## src/shared/pdm_pkg.sv

```systemverilog
// Constants, types and register map of the power-down mode controller.
// How it works
// - Sleep with standby and deep sleep select clear: halt CPU, keep clocks and refresh.
// - Sleep with standby select set: halt clocks, CPU, peripherals; self-refresh.
// - Standby clear and deep sleep set: halt CPU and DMA, self-refresh.
// - Any accepted interrupt or reset leaves the low-power state and resumes.
// - Deep sleep select is bit 7 of the second register, only without standby.
// - State pins: reset HH, sleep HL, standby LH, normal LL.
// - First register is 8-bit read/write, cleared by reset or watchdog overflow.
// - Registers at 0xffc00004 and 0xffc00010, mirrored in area 7, byte wide.
// - Pin float bit 6 set puts peripheral pins in high impedance in standby.
// - Pull-up bit 5 clear enables pull-ups; set disables them.
// - Bit 4 set stops the DMA controller clock.
// - Bit 3 set stops the second serial channel clock.
// - Bit 2 set stops the timer unit clock.
// - Bit 1 set blocks clock calendar register access; its counters run on.
// - Bit 0 set stops the first serial channel clock.
package pdm_pkg;

  // ------------------------------------------------------------
  // Register map
  // ------------------------------------------------------------
  localparam logic [31:0] ADDR_STANDBY_CTRL_REG = 32'hffc00004;
  localparam logic [31:0] ADDR_STANDBY_CTRL_REG_SECOND = 32'hffc00010;
  localparam logic [2:0] REGION_P4 = 3'h7;
  localparam logic [2:0] REGION_AREA7 = 3'h0;
  localparam logic [7:0] STANDBY_CTRL_RST = 8'h00;
  localparam logic [7:0] STANDBY_CTRL_SECOND_RST = 8'h00;

  // ------------------------------------------------------------
  // Field positions
  // ------------------------------------------------------------
  localparam int STANDBY_SELECT_BIT = 7;
  localparam int PIN_FLOAT_BIT = 6;
  localparam int PULLUP_DISABLE_BIT = 5;
  localparam int MSTP_DMA_BIT = 4;
  localparam int MSTP_SER2_BIT = 3;
  localparam int MSTP_TMR_BIT = 2;
  localparam int MSTP_RTC_BIT = 1;
  localparam int MSTP_SER1_BIT = 0;
  localparam int DEEP_SLEEP_SELECT_BIT = 7;

  // ------------------------------------------------------------
  // Processor state pin codes, upper bit first
  // ------------------------------------------------------------
  localparam logic [1:0] PST_RESET = 2'h3;
  localparam logic [1:0] PST_SLEEP = 2'h2;
  localparam logic [1:0] PST_STANDBY = 2'h1;
  localparam logic [1:0] PST_RUN = 2'h0;

  // ------------------------------------------------------------
  // Synchroniser and types
  // ------------------------------------------------------------
  localparam int SYNC_W = 5;
  localparam logic [SYNC_W-1:0] SYNC_RST = 5'h00;

  typedef enum logic [2:0] {
    PDM_RESET,
    PDM_RUN,
    PDM_SLEEP,
    PDM_DEEP,
    PDM_STANDBY
  } pdm_mode_t;

  typedef struct packed {
    logic cpu_halt;
    logic clk_gen_run;
    logic dma_clk_en;
    logic ser2_clk_en;
    logic tmr_clk_en;
    logic ser1_clk_en;
    logic rtc_access_en;
    logic pin_hiz;
    logic pullup_en;
    logic mem_refresh;
    logic mem_self_refresh;
  } pdm_ctl_t;

  localparam pdm_ctl_t CTL_RST = '{
    cpu_halt: 1'b0, clk_gen_run: 1'b1, dma_clk_en: 1'b1,
    ser2_clk_en: 1'b1, tmr_clk_en: 1'b1, ser1_clk_en: 1'b1,
    rtc_access_en: 1'b1, pin_hiz: 1'b0, pullup_en: 1'b1,
    mem_refresh: 1'b1, mem_self_refresh: 1'b0
  };

  typedef struct packed {
    logic nmi;
    logic [3:0] irl;
  } pdm_wake_t;

endpackage

```

## src/pdm_sync.sv

```systemverilog
// Three-stage synchroniser for the wake-up pins.
module pdm_sync (
  // Clock and reset
  input wire logic clock,
  input wire logic rst_n,
  // Asynchronous pins in
  input wire logic [pdm_pkg::SYNC_W-1:0] pin_in,
  // Settled levels out
  output logic [pdm_pkg::SYNC_W-1:0] level
);

  // ------------------------------------------------------------
  // State
  // ------------------------------------------------------------
  typedef struct packed {
    logic [pdm_pkg::SYNC_W-1:0] s1;
    logic [pdm_pkg::SYNC_W-1:0] s2;
    logic [pdm_pkg::SYNC_W-1:0] s3;
    logic [pdm_pkg::SYNC_W-1:0] lvl;
  } pdm_sync_st_t;

  pdm_sync_st_t st_q;
  pdm_sync_st_t st_d;

  // A level is accepted only once two late stages agree, which
  // filters a change caught mid-way through metastability.
  always_comb begin
    st_d = st_q;
    st_d.s1 = pin_in;
    st_d.s2 = st_q.s1;
    st_d.s3 = st_q.s2;
    for (int i = 0; i < pdm_pkg::SYNC_W; i++) begin
      if (st_q.s2[i] == st_q.s3[i]) begin
        st_d.lvl[i] = st_q.s3[i];
      end
    end
  end

  always_ff @(posedge clock) begin
    if (!rst_n) begin
      st_q <= '{pdm_pkg::SYNC_RST, pdm_pkg::SYNC_RST,
                pdm_pkg::SYNC_RST, pdm_pkg::SYNC_RST};
    end else begin
      st_q <= st_d;
    end
  end

  assign level = st_q.lvl;

endmodule

```

## src/pdm_ctrl.sv

```systemverilog
// Power-down mode controller: registers, mode sequencer, gating outputs.
//
// Strobed register access is this design's own decision.
module pdm_ctrl (
  // Clock and reset
  input wire logic clock,
  input wire logic rst_n,
  // Watchdog overflow reset, same clock
  input wire logic wdt_overflow,
  // Register port
  input wire logic [31:0] addr,
  input wire logic [7:0] wdata,
  input wire logic wr_en,
  input wire logic rd_en,
  output logic [7:0] rdata,
  // CPU core handshake
  input wire logic sleep_done,
  output logic cpu_resume,
  // Wake sources
  input wire pdm_pkg::pdm_wake_t wake_pins,
  input wire logic periph_irq,
  // Processor state pins
  output logic proc_state_hi,
  output logic proc_state_lo,
  // Clock, pin and memory controls
  output pdm_pkg::pdm_ctl_t ctl
);

  // ------------------------------------------------------------
  // Functions
  // ------------------------------------------------------------

  // Matches an address in the P4 region or its area 7 mirror.
  function automatic logic hit(input logic [31:0] a,
                               input logic [31:0] base);
    logic region_ok;
    region_ok = (a[31:29] == pdm_pkg::REGION_P4) ||
                (a[31:29] == pdm_pkg::REGION_AREA7);
    return region_ok && (a[28:0] == base[28:0]);
  endfunction

  // Builds the gating controls for a given mode and register value.
  function automatic pdm_pkg::pdm_ctl_t gate(
      input pdm_pkg::pdm_mode_t m,
      input logic [7:0] cr);
    pdm_pkg::pdm_ctl_t c;
    logic standby;
    logic deep;
    logic halt;
    c = pdm_pkg::CTL_RST;
    standby = (m == pdm_pkg::PDM_STANDBY);
    deep = (m == pdm_pkg::PDM_DEEP);
    halt = (m == pdm_pkg::PDM_SLEEP) || deep || standby;
    c.cpu_halt = halt;
    c.clk_gen_run = !standby;
    c.dma_clk_en = !cr[pdm_pkg::MSTP_DMA_BIT] && !standby && !deep;
    c.ser2_clk_en = !cr[pdm_pkg::MSTP_SER2_BIT] && !standby;
    c.tmr_clk_en = !cr[pdm_pkg::MSTP_TMR_BIT] && !standby;
    c.rtc_access_en = !cr[pdm_pkg::MSTP_RTC_BIT] && !standby;
    c.ser1_clk_en = !cr[pdm_pkg::MSTP_SER1_BIT] && !standby;
    c.pin_hiz = standby && cr[pdm_pkg::PIN_FLOAT_BIT];
    c.pullup_en = !cr[pdm_pkg::PULLUP_DISABLE_BIT];
    c.mem_self_refresh = deep || standby;
    c.mem_refresh = !(deep || standby);
    return c;
  endfunction

  // ------------------------------------------------------------
  // Wake pin synchroniser
  // ------------------------------------------------------------
  logic [pdm_pkg::SYNC_W-1:0] wake_lvl;

  pdm_sync u_sync (
    .clock(clock),
    .rst_n(rst_n),
    .pin_in(wake_pins),
    .level(wake_lvl)
  );

  pdm_pkg::pdm_wake_t wake_s;
  assign wake_s = wake_lvl;

  // ------------------------------------------------------------
  // State
  // ------------------------------------------------------------
  typedef struct packed {
    pdm_pkg::pdm_mode_t mode;
    logic [7:0] sctl;
    logic deep_sel;
    logic [7:0] rdata;
    logic resume;
    logic [1:0] pstate;
    pdm_pkg::pdm_ctl_t ctl;
  } pdm_st_t;

  pdm_st_t st_q;
  pdm_st_t st_d;

  logic wake;
  logic wr_cr;
  logic wr_cr2;
  logic rd_cr;
  logic rd_cr2;

  // ------------------------------------------------------------
  // Decode
  // ------------------------------------------------------------

  assign wr_cr = wr_en && hit(addr, pdm_pkg::ADDR_STANDBY_CTRL_REG);
  assign wr_cr2 = wr_en && hit(addr, pdm_pkg::ADDR_STANDBY_CTRL_REG_SECOND);
  assign rd_cr = rd_en && hit(addr, pdm_pkg::ADDR_STANDBY_CTRL_REG);
  assign rd_cr2 = rd_en && hit(addr, pdm_pkg::ADDR_STANDBY_CTRL_REG_SECOND);

  // NMI is edge-free here: a held request keeps the core awake,
  // which is safe because the core clears its source on service.
  // Wake event
  assign wake = wake_s.nmi || (wake_s.irl != 4'h0) || periph_irq;

  // ------------------------------------------------------------
  // Next state
  // ------------------------------------------------------------
  always_comb begin
    st_d = st_q;
    st_d.resume = 1'b0;
    st_d.rdata = 8'h00;

    // Register writes land in any mode; only a running core
    // issues them, so no mode needs to arbitrate.
    // Read/write register
    if (wr_cr) begin
      st_d.sctl = wdata;
    end
    if (wr_cr2) begin
      st_d.deep_sel = wdata[pdm_pkg::DEEP_SLEEP_SELECT_BIT];
    end

    // Unmapped addresses read as zero.
    if (rd_cr) begin
      st_d.rdata = st_q.sctl;
    end else if (rd_cr2) begin
      st_d.rdata[pdm_pkg::DEEP_SLEEP_SELECT_BIT] = st_q.deep_sel;
    end

    unique case (st_q.mode)
      pdm_pkg::PDM_RESET: begin
        st_d.mode = pdm_pkg::PDM_RUN;
      end
      pdm_pkg::PDM_RUN: begin
        if (sleep_done) begin
          if (st_q.sctl[pdm_pkg::STANDBY_SELECT_BIT]) begin
            st_d.mode = pdm_pkg::PDM_STANDBY;
          end else if (st_q.deep_sel) begin
            st_d.mode = pdm_pkg::PDM_DEEP;
          end else begin
            st_d.mode = pdm_pkg::PDM_SLEEP;
          end
        end
      end
      pdm_pkg::PDM_SLEEP,
      pdm_pkg::PDM_DEEP,
      pdm_pkg::PDM_STANDBY: begin
        if (wake) begin
          st_d.mode = pdm_pkg::PDM_RUN;
          st_d.resume = 1'b1;
        end
      end
    endcase

    unique case (st_d.mode)
      pdm_pkg::PDM_RESET: st_d.pstate = pdm_pkg::PST_RESET;
      pdm_pkg::PDM_SLEEP: st_d.pstate = pdm_pkg::PST_SLEEP;
      pdm_pkg::PDM_DEEP: st_d.pstate = pdm_pkg::PST_SLEEP;
      pdm_pkg::PDM_STANDBY: st_d.pstate = pdm_pkg::PST_STANDBY;
      pdm_pkg::PDM_RUN: st_d.pstate = pdm_pkg::PST_RUN;
    endcase

    st_d.ctl = gate(st_d.mode, st_d.sctl);

    // Watchdog overflow is a power-on reset for this block: it
    // clears the registers and shows the reset code for a cycle.
    // Watchdog clears
    if (wdt_overflow) begin
      st_d.mode = pdm_pkg::PDM_RESET;
      st_d.sctl = pdm_pkg::STANDBY_CTRL_RST;
      st_d.deep_sel = pdm_pkg::STANDBY_CTRL_SECOND_RST[pdm_pkg::DEEP_SLEEP_SELECT_BIT];
      st_d.resume = 1'b0;
      st_d.pstate = pdm_pkg::PST_RESET;
      st_d.ctl = pdm_pkg::CTL_RST;
    end
  end

  // ------------------------------------------------------------
  // Registers
  // ------------------------------------------------------------
  always_ff @(posedge clock) begin
    if (!rst_n) begin
      st_q.mode <= pdm_pkg::PDM_RESET;
      st_q.sctl <= pdm_pkg::STANDBY_CTRL_RST;
      st_q.deep_sel <= 1'b0;
      st_q.rdata <= 8'h00;
      st_q.resume <= 1'b0;
      st_q.pstate <= pdm_pkg::PST_RESET;
      st_q.ctl <= pdm_pkg::CTL_RST;
    end else begin
      st_q <= st_d;
    end
  end

  // ------------------------------------------------------------
  // Outputs
  // ------------------------------------------------------------
  assign rdata = st_q.rdata;
  assign cpu_resume = st_q.resume;
  assign proc_state_hi = st_q.pstate[1];
  assign proc_state_lo = st_q.pstate[0];
  assign ctl = st_q.ctl;

endmodule

```

## config.mk

```make
export PLATFORM = sky130hd
export DESIGN_NAME = pdm_ctrl
export DESIGN_NICKNAME = d
export VERILOG_FILES = /design/src/shared/pdm_pkg.sv /design/src/pdm_sync.sv /design/src/pdm_ctrl.sv
export SDC_FILE = /design/constraint.sdc
export NUM_CORES = 1
export LEC_CHECK = 0
export BUFFER_PORTS_ARGS = -buffer_cell sky130_fd_sc_hd__buf_2
export CAP_MARGIN = 20
export CORE_UTILIZATION = 27
export DETAILED_ROUTE_END_ITERATION = 10
export PLACE_DENSITY = 0.51
export SLEW_MARGIN = 25
export SYNTH_ARGS = -nofsm -noshare
export SYNTH_HDL_FRONTEND = slang
export SYNTH_SLANG_ARGS = --single-unit
```

## constraint.sdc

```tcl
create_clock -name clock -period 6.54 [get_ports clock]
set_input_delay 1.635 -clock clock [delete_from_list [all_inputs] [get_ports clock]]
set_output_delay 1.635 -clock clock [all_outputs]
set_load 0.01 [all_outputs]
```

==> results of run 1 <==
routing by layer:
| metal | share of wire (%) | track usage (%) | wire, um | vias up |
|---|---|---|---|---|
| li1 | - | - | - | 845 |
| met1 | 48 | 15.2 | 2160 | 750 |
| met2 | 45 | 19.0 | 2040 | 53 |
| met3 | 5.5 | 2.79 | 250 | 7 |
| met4 | 1.4 | 4.30 | 62 | 0 |
| met5 | 0 | 0 | 0 | - |
synth_stat cells:
master      n  area [um2]
o21ai_0     7        35.0
a22oi_1     1        7.51
buf_6       1        11.3
o2111ai_1   1        8.76
nand3_1     1        5.00
or4_1       3        22.5
and3_1      1        6.26
nor4_1      6        37.5
inv_1       4        15.0
a32oi_1     1        8.76
clkbuf_1    7        26.3
o2111a_1    1        11.3
o32ai_1     1        8.76
and4_1      3        26.3
a31o_2      4        35.0
o31ai_2     1        12.5
or2_2       2        12.5
dfxtp_1    54        1080
o21a_1      2        15.0
buf_1       1        3.75
or4_4       1        11.3
a21oi_1     9        45.0
nor2_1      7        26.3
and2_1     23         144
nor4bb_1    1        10.0
nand4_1     9        56.3
nor4_2      1        12.5
nand2_1    12        45.0
a2111oi_0   1        8.76
mux2i_1     1        10.0
a21boi_0    5        37.5
xnor2_1     1        8.76
a211oi_1    1        7.51
nor3_1      3        15.0
nand4b_1    1        8.76
o31ai_1     6        45.0
buf_4      19         143
nor2b_1     4        25.0
o31a_1      3        26.3
nand2b_1    2        12.5
power groups by stage:
stage / Sequential [W] / Combinational, W / Clock (W)
after global placement: 0.000344 / 0.0000325 / 0
after floorplan: 0.000344 / 0.0000137 / 0
after global routing: 0.000337 / 0.0000370 / 0.000202
after CTS: 0.000336 / 0.0000331 / 0.000189
final: 0.000336 / 0.0000326 / 0.000182
after detailed placement: 0.000344 / 0.0000330 / 0
critical path, cell delays in order:
cell and delay [ns]:
buf_2 0.09, or4_1 0.54, or4_4 0.64, nor4_2 0.57
and2_1 0.21
cell families (layout without fill, tap and decap cells):
kind of cell	after synthesis	in the layout	share of synthesized area [%]
mux	1	1	0.479
xor+xnor	1	1	0.419
flops	54	54	51.8
simple gates	80	80	22.8
buf+inv	32	86	9.53
compound gates	44	44	15.0
state kept, by name (all words and copies together), names as in the netlist:
register,flops
st_q,12
ctl,11
u_sync.st_d,10
rdata,8
u_sync.level,5
u_sync.st_q,5
cpu_resume,1
proc_state_hi,1
proc_state_lo,1
metrics by stage:
step	util (%)	hold slack, ns	area, um2	setup WS, ns
6_report	33.8	0.441	2490	3.09
5_1_grt	33.8	0.463	2490	2.97
4_1_cts	33.8	0.444	2490	3.06
3_5_place_dp	32.6	0.419	2400	2.74
3_3_place_gp	32.6	0.413	2400	2.78
2_1_floorplan	-	0.412	2090	3.07
area by class of cell:
class | instances | area, um2 | area share [%]
tap | 99 | 124 | 4.98
clock inverter | 2 | 13.8 | 0.553
sequential | 54 | 1080 | 43.5
inverter | 4 | 15.0 | 0.604
clock buffer | 6 | 72.6 | 2.92
timing repair buffer | 74 | 373 | 15.0
multi-input combinational | 126 | 808 | 32.5
path summary, 6_finish.rpt:
path | slack [ns] | startpoint | cells past startpoint | to
hold reg to reg | 0.44 | u_sync.st_d[12] | 1 | u_sync.st_d[7]
setup / recovery | 3.09 | addr[15] | 5 | rdata[2]
setup reg to reg | 4.64 | u_sync.level[0] | 4 | ctl[0]
hold / removal | 0.44 | u_sync.st_d[12] | 1 | u_sync.st_d[7]
==> results.sh, run 1 <==
export IMPL_grt_pass1_wl_mm=7.51
export IMPL_cp_start_kind="input port"
export IMPL_wire_per_inst_um=12.4
export IMPL_p_total_w=0.000550
export IMPL_placed_cells=357
export IMPL_p_comb_share_pct=5.9
export IMPL_globalplace_congestion=0.750
export IMPL_port_buffers=73
export IMPL_fillCellCount=797
export IMPL_p_leak_nw=0.982
export IMPL_fmax_mhz=290
export IMPL_rsz0062_at_grt="no"
export IMPL_netlist_area_mm2=0.00209
export IMPL_ys_ff_latch=54
export IMPL_post_cts_setup_buffer_count=0
export IMPL_cts_sinks=54
export IMPL_cts_tree="done"
export IMPL_antenna_left=0
export IMPL_vias=1655
export IMPL_hold_viol=0
export IMPL_cts_root_buf="clkbuf_8"
export IMPL_cts_resized=0
export IMPL_final_min_clock_period_ns=3.45
export IMPL_end_kind="flop"
export IMPL_powerDensity_mw_per_mm2=221
export IMPL_slew_viol_final=0
export IMPL_crit_fanout=11
export IMPL_layout_commonest_cell="buf_2"
export IMPL_final_cell_count_no_fill=365
export IMPL_seq_power_share_pct=61.1
export IMPL_chipHeight_um=89.9
export IMPL_switchingPower_w=0.000123
export IMPL_clkLatencyLatePin_ns=0.31
export IMPL_cts_buffers_inserted=5
export IMPL_setup_viol=0
export IMPL_hold_path_class="reg -> reg"
export IMPL_clkTransAtPathRegs_ns=0.10
export IMPL_grt_pass1_vias=1582
export IMPL_crit_required_ns=6.79
export IMPL_synthDistinctLibCells=40
export IMPL_num_io_pins=74
export IMPL_rows=31
export IMPL_drt_iter0_markers=60
export IMPL_viasPerCell=4.53
export IMPL_drt_pass1_iter_count=4
export IMPL_core_area_mm2=0.00737
export IMPL_yosysSeqAreaShare_pct=51.8
export IMPL_p_int_w=0.000427
export IMPL_synthCells=212
export IMPL_clk_path_buf_depth=2
export IMPL_place_hpwl_mm=3.39
export IMPL_drv_cap=0
export IMPL_setup_tns_ns=0
export IMPL_p_sw_share_pct=22.4
export IMPL_grt_antenna_before_repair=0
export IMPL_worst_pin_slew_ns=0.969
export IMPL_area_delta_synth_final_pct=19.1
export IMPL_drive_gt1_share_pct=33.8
export IMPL_wl_mm=4.51
export IMPL_synth_nets=264
export IMPL_slew_limit_headroom_pct=35.3
export IMPL_ir_drop_v=0.000100
export IMPL_drcViolationCount=0
export IMPL_layout_common_cells="buf_2 (73), dfxtp_1 (54), and2_1 (23)"
export IMPL_crit_arrival_ns=3.71
export IMPL_cts_hold_buffers=0
export IMPL_p_clk_share_pct=33.0
export IMPL_dieArea_mm2=0.00809
export IMPL_grt_remaining_overflow=0
export IMPL_antennaDiodeCount=0
export IMPL_yosys_warnings=0
export IMPL_cts_max_level=2
export IMPL_initial_core_util_pct=28.3
export IMPL_final_nets=317
export IMPL_skew_ns=0.0109
export IMPL_grt_use_total_pct=11.7
export IMPL_grt_max_degree=24
export IMPL_post_route_period_util_pct=52.8
export IMPL_outcome="completed"
export IMPL_syn_avg_cell_area_um2=9.85
export IMPL_crit_type="in -> reg"
export IMPL_die_x_um=89.9
No activity file was read; power rests on OpenSTA's default activity.
==> run 2: changes to the inputs <==
==> constraint.sdc (replaced) <==
create_clock -name clock -period 3.61 [get_ports clock]
set_input_delay 0.9025 -clock clock [delete_from_list [all_inputs] [get_ports clock]]
set_output_delay 0.9025 -clock clock [all_outputs]
set_load 0.01 [all_outputs]
==> run 2 against run 1 <==
Worst hold slack worse by 0.011 ns. Wire length is 3.5% lower. Clock power is 75% higher. Design area stayed put. Sequential share of layout area stayed put. Total power is 79% higher. Critical path type unchanged. Largest cell class unchanged.
==> results.sh, run 2 (same netlist as run 1, synthesis figures left out) <==
export IMPL_outcome="completed"
export IMPL_hold_viol=0
export IMPL_cts_max_level=2
export IMPL_final_nets=317
export IMPL_layout_common_cells="buf_2 (73), dfxtp_1 (54), and2_1 (23)"
export IMPL_wl_mm=4.35
export IMPL_drcViolationCount=0
export IMPL_drv_cap=0
export IMPL_min_from="u_sync.st_d[12]"
export IMPL_core_area_mm2=0.00737
export IMPL_skew_ns=0.0101
export IMPL_crit_type="in -> reg"
export IMPL_place_hpwl_mm=3.39
export IMPL_p_leak_nw=0.982
export IMPL_post_cts_setup_buffer_count=0
export IMPL_fmax_mhz=369
export IMPL_dieArea_mm2=0.00809
export IMPL_setup_tns_ns=0
export IMPL_num_io_pins=74
export IMPL_p_total_w=0.000987
export IMPL_cp_start_kind="input port"
export IMPL_max_stage_delay_ns=0.64
export IMPL_reg2reg_from="u_sync.level[1]"
export IMPL_use_met2_pct=17.1
export IMPL_placed_cells=357
export IMPL_reg2reg_to="ctl[5]"
export IMPL_clkLatencyLatePin_ns=0.30
export IMPL_final_cell_count_no_fill=365
export IMPL_crit_fanout=11
export IMPL_slew_viol_final=0
export IMPL_final_min_clock_period_ns=2.71
export IMPL_rsz0062_at_grt="no"
export IMPL_viasPerCell=4.38
export IMPL_reg2reg_slack_ns=1.71
export IMPL_grt_use_total_pct=11.0
export IMPL_slew_limit_headroom_pct=36.1
export IMPL_hold_path_class="reg -> reg"
export IMPL_worst_pin_slew_ns=0.958
export IMPL_chipHeight_um=89.9
export IMPL_layout_commonest_cell="buf_2"
export IMPL_globalplace_congestion=0.769
export IMPL_gr_usage_met1_pct=14.6
export IMPL_crit_required_ns=3.85
export IMPL_r2r_cells=4
export IMPL_port_buffers=73
export IMPL_grt_pass1_vias=1487
export IMPL_crit_arrival_ns=2.96
export IMPL_path_cells="buf_2 -> or4_1 -> or4_4 -> nor4_2 -> and2_1"
export IMPL_grt_max_degree=24
export IMPL_drt_iter0_markers=83
export IMPL_setup_viol=0
export IMPL_clk_path_buf_depth=2
export IMPL_clkTransAtPathRegs_ns=0.09
export IMPL_cts_tree="done"
export IMPL_rows=31
export IMPL_drive_gt1_share_pct=33.8
export IMPL_slowest_stage="or4_4"
export IMPL_top_usage_layer="met2"
export IMPL_cts_buffers_inserted=5
export IMPL_wire_per_inst_um=11.9
export IMPL_cts_resized=0
export IMPL_grt_remaining_overflow=0
export IMPL_whs_endpoint="u_sync.st_d[7]"
export IMPL_antennaDiodeCount=0
export IMPL_initial_core_util_pct=28.3
export IMPL_min_path_cells=1
export IMPL_grt_pass1_wl_mm=6.96
export IMPL_area_delta_synth_final_pct=19.1
export IMPL_die_x_um=89.9
export IMPL_cts_sinks=54
export IMPL_ir_drop_v=0.000242
export IMPL_vias=1598
export IMPL_cts_root_buf="clkbuf_8"
export IMPL_cts_hold_buffers=0
export IMPL_top_register="st_q"
export IMPL_end_kind="flop"
export IMPL_largest_reg_flops=12
export IMPL_grt_use_met3_pct=2.71
export IMPL_post_route_period_util_pct=75.1
export IMPL_antenna_left=0
export IMPL_drt_pass1_iter_count=4
export IMPL_powerDensity_mw_per_mm2=397
export IMPL_grt_antenna_before_repair=0
-- run 2: cell counts in the layout (fill, tap and decap cells not counted) --
Identical to the previous run, type by type.
-- run 2: worst max-delay path by stage --
| stage | slack, ns | start | end |
|---|---|---|---|
| after floorplan | 0.87 | addr[15] | ctl[8] |
| after global placement | 0.59 | addr[15] | rdata[6] |
| after detailed placement | 0.55 | addr[15] | rdata[0] |
| after CTS | 0.87 | addr[15] | rdata[0] |
| after global routing | 0.81 | addr[15] | rdata[2] |
| final | 0.90 | addr[15] | rdata[0] |
-- run 2: critical path: cells and delay by family --
| kind | cells | cell delay [ns] |
|---|---|---|
| buffers and inverters | 1 | 0.10 |
| AND/OR/NAND/NOR | 4 | 1.96 |
-- run 2: layer usage --
metal | vias up | share of wire [%]
met1 | 701 | 50
met5 | - | 0
met4 | 0 | 2.2
li1 | 843 | -
met3 | 9 | 4.5
met2 | 45 | 43
-- run 2: report_power, final --
part	internal [W]	total, W	switching [W]
Combinational	0.0000312	0.0000591	0.0000279
Sequential	0.000605	0.000609	0.00000408
Clock	0.000137	0.000319	0.000182
Total	0.000773	0.000987	0.000214
-- run 2: layout make-up --
type                       instances  area [um2]
inverter                           4        15.0
timing repair buffer              74         373
tap                               99         124
clock buffer                       6        72.6
fill                             778        4880
clock inverter                     2        13.8
multi-input combinational        126         808
sequential                        54        1080
-- run 2: metrics by stage --
step	utilization (%)	setup WS (ns)	hold WS (ns)	area, um2
2_1_floorplan	-	0.869	0.412	2090
6_report	33.8	0.899	0.430	2490
3_5_place_dp	32.6	0.547	0.418	2400
4_1_cts	33.8	0.868	0.434	2490
5_1_grt	33.8	0.806	0.446	2490
3_3_place_gp	32.6	0.591	0.414	2400
==> run 3: changes to the inputs <==
--- a/config.mk
+++ b/config.mk
@@ -5,11 +5,12 @@
 export SDC_FILE = /design/constraint.sdc
 export NUM_CORES = 1
 export LEC_CHECK = 0
+export ABC_AREA = 1
 export BUFFER_PORTS_ARGS = -buffer_cell sky130_fd_sc_hd__buf_2
 export CAP_MARGIN = 20
 export CORE_UTILIZATION = 27
 export DETAILED_ROUTE_END_ITERATION = 10
-export PLACE_DENSITY = 0.51
+export PLACE_DENSITY = 0.5
 export SLEW_MARGIN = 25
 export SYNTH_ARGS = -nofsm -noshare
 export SYNTH_HDL_FRONTEND = slang
==> constraint.sdc (replaced) <==
create_clock -name clock -period 2.8 [get_ports clock]
set_input_delay 0.7 -clock clock [delete_from_list [all_inputs] [get_ports clock]]
set_output_delay 0.7 -clock clock [all_outputs]
set_load 0.01 [all_outputs]
==> run 3 against run 2 <==
Largest cell class unchanged. Final cell count rose by 28%. Register-to-register slack got worse by 0.27 ns. Critical endpoint is now ctl[5]. Count of clock-buffer cells in the layout did not move. Design area grew 8.7%. Synthesized cell count grew 44%. Via count increased by 17%. Sequential cell count did not move. Sequential power grew 29%.
==> results.sh, run 3 <==
export IMPL_cts_tree="done"
export IMPL_rsz0062_at_grt="no"
export IMPL_synth_nets=357
export IMPL_grt_use_total_pct=11.1
export IMPL_drt_pass1_iter_count=4
export IMPL_cts_resized=0
export IMPL_fillCellCount=855
export IMPL_grt_pass1_wl_mm=7.50
export IMPL_ys_ff_latch=54
export IMPL_hold_path_class="reg -> reg"
export IMPL_crit_family="simple AND/OR/NAND/NOR gates"
export IMPL_drive_gt1_share_pct=26.3
export IMPL_grt_pass1_vias=1732
export IMPL_final_nets=416
export IMPL_layout_commonest_cell="buf_2"
export IMPL_final_cell_count_no_fill=467
export IMPL_end_kind="flop"
export IMPL_drv_cap=0
export IMPL_crit_fanout=10
export IMPL_initial_core_util_pct=28.5
export IMPL_cts_max_level=2
export IMPL_slew_viol_final=0
export IMPL_crit_start="addr[17]"
export IMPL_synthDistinctLibCells=26
export IMPL_num_io_pins=74
export IMPL_antenna_left=0
export IMPL_grt_max_degree=21
export IMPL_layout_common_cells="buf_2 (73), nand2_1 (67), dfxtp_1 (54)"
export IMPL_crit_required_ns=3.00
export IMPL_crit_type="in -> reg"
export IMPL_place_hpwl_mm=3.53
export IMPL_placed_cells=459
export IMPL_area_delta_synth_final_pct=20.5
export IMPL_yosysSeqAreaShare_pct=48.2
export IMPL_cts_root_buf="clkbuf_8"
export IMPL_cp_start_kind="input port"
export IMPL_post_route_period_util_pct=59.1
export IMPL_clkTransAtPathRegs_ns=0.09
export IMPL_cp_endpoint="ctl[5]"
export IMPL_r2r_cells=8
export IMPL_place_ws_ns=0.816
export IMPL_final_min_clock_period_ns=1.65
export IMPL_clk_path_buf_depth=2
export IMPL_rows=32
export IMPL_reg2reg_from="u_sync.level[2]"
export IMPL_max_stage_delay_ns=0.18
export IMPL_path_cells="buf_2 -> nor2_1 -> nand2_1 -> nor2_2 -> nand2_2 -> nor2_8 -> nand3_4 -> nand2_1 -> nand2_1 -> nand2_1 -> nand2_1"
export IMPL_skew_ns=0.00739
export IMPL_cts_hold_buffers=0
export IMPL_setup_slack_ns=1.15
export IMPL_clkLatencyLatePin_ns=0.30
export IMPL_fmax_mhz=605
export IMPL_cts_buffers_inserted=5
export IMPL_synth_top_area_share_pct=48.2
export IMPL_largest_reg_flops=12
export IMPL_drt_iter0_markers=40
export IMPL_top_register="st_q"
export IMPL_ys_top_cells_by_count="nand2_1 (67), dfxtp_1 (54), nor2_1 (50)"
export IMPL_core_area_mm2=0.00789
export IMPL_slew_limit_headroom_pct=69.4
export IMPL_cts_sinks=54
export IMPL_setup_viol=0
export IMPL_port_buffers=73
export IMPL_setup_tns_ns=0
export IMPL_cp_depth=11
export IMPL_yosys_warnings=0
export IMPL_post_cts_setup_buffer_count=0
export IMPL_yosys_top_cells_area="dfxtp_1 (48%), nand2_1 (11%), nor2_1 (8.4%)"
export IMPL_ys_flop_type="dfxtp_1"
export IMPL_synthCells=305
export IMPL_yosysMostFrequentCell="nand2_1"
export IMPL_ir_drop_v=0.000294
export IMPL_outcome="completed"
export IMPL_synth_largest_area_cell="dfxtp_1"
export IMPL_synth_edf_count=0
export IMPL_wl_mm=4.45
export IMPL_crit_arrival_ns=1.86
export IMPL_crit_top_cell="nand2_1"
export IMPL_reg2reg_slack_ns=1.44
export IMPL_die_x_um=93.2
export IMPL_grt_remaining_overflow=0
export IMPL_synth_async_reset_ratio_pct=0
export IMPL_syn_avg_cell_area_um2=7.36
export IMPL_antennaDiodeCount=0
export IMPL_drcViolationCount=0
export IMPL_grt_antenna_before_repair=0
export IMPL_chipHeight_um=93.2
export IMPL_seqCellArea_mm2=0.00108
export IMPL_viasPerCell=4.01
export IMPL_hold_viol=0
export IMPL_multi_input_area_um2=813
export IMPL_netlist_area_mm2=0.00224
export IMPL_dieArea_mm2=0.00868
export IMPL_worst_pin_slew_ns=0.455
export IMPL_reg2reg_to="ctl[8]"
export IMPL_vias=1872
export IMPL_cp_buffers_inverters=1
export IMPL_slowest_stage="nor2_1"
export IMPL_globalplace_congestion=0.753
export IMPL_p_leak_nw=1.39
export IMPL_powerDensity_mw_per_mm2=514
export IMPL_min_path_cells=2
export IMPL_wire_per_inst_um=9.54
==> run 3: changes by cell type after synthesis, moves of 4 or more <==
cell | previous run | this run
and2_1 | 23 | 0
inv_1 | 4 | 49
nand3_1 | 1 | 17
nand2_1 | 12 | 67
o31ai_1 | 6 | 0
clkbuf_1 | 7 | 3
a21boi_0 | 5 | 0
nor2b_1 | 4 | 0
nor2_1 | 7 | 50
nor2_2 | 0 | 4
a31o_2 | 4 | 0
nor4_1 | 6 | 1
==> run 3: worst register-to-register path, stage by stage, from the launching register on <==
cell     delay [ns]
dfxtp_1        0.36
nor2_1         0.06
nand3_1        0.13
nor2_1         0.07
a31oi_2        0.37
nand2_1        0.10
nand2_1        0.12
nand2_1        0.06
inv_1          0.04
==> run 3: metrics by stage <==
step	total power, W	hold WS (ns)	util, %	area [um2]
after global routing	0.00147	0.437	34.3	2700
after detailed placement	0.000905	0.400	32.9	2590
after CTS	0.00142	0.422	34.3	2700
after global placement	0.000903	0.393	32.9	2590
after floorplan	0.000851	0.390	-	2240
final	0.00139	0.417	34.3	2700
==> run 3: where the power goes <==
part           total, W  internal (W)  switching [W]
sequential     0.000785      0.000780     0.00000490
combinational  0.000101     0.0000455      0.0000551
clock          0.000505      0.000267       0.000238
==> run 3: cell families after synthesis <==
family	synth area share, %
AND/OR/NAND/NOR	31.8
buffers and inverters	15.6
flip-flops	48.2
AO/OA/AOI/OAI	4.40
==> run 3: per-layer routing <==
metal	global-route usage, %	wire length, um	vias to the layer above
met2	19.7	2150	35
met1	12.6	2050	803
met5	0	0	-
li1	-	-	1027
met3	3.09	211	7
met4	3.85	46	0
==> run 3: worst min path at each step <==
| stage | to | slack (ns) | from |
|---|---|---|---|
| 3_5_place_dp | u_sync.st_d[6] | 0.40 | u_sync.st_d[11] |
| 3_3_place_gp | u_sync.st_d[9] | 0.39 | u_sync.st_d[14] |
| 5_1_grt | u_sync.st_d[9] | 0.44 | u_sync.st_d[14] |
| 6_report | u_sync.st_d[6] | 0.42 | u_sync.st_d[11] |
| 2_1_floorplan | u_sync.st_d[5] | 0.39 | u_sync.st_d[10] |
| 4_1_cts | u_sync.st_d[6] | 0.42 | u_sync.st_d[11] |
==> run 3: cell type report <==
class                   instances  share of cell area (%)
inverters                      51                    7.08
multi-input cells             177                    30.1
well taps                     102                    4.72
clock inverters                 2                    1.39
clock buffers                   6                    2.68
repair buffers                 75                    14.1
flip-flops and latches         54                    40.0
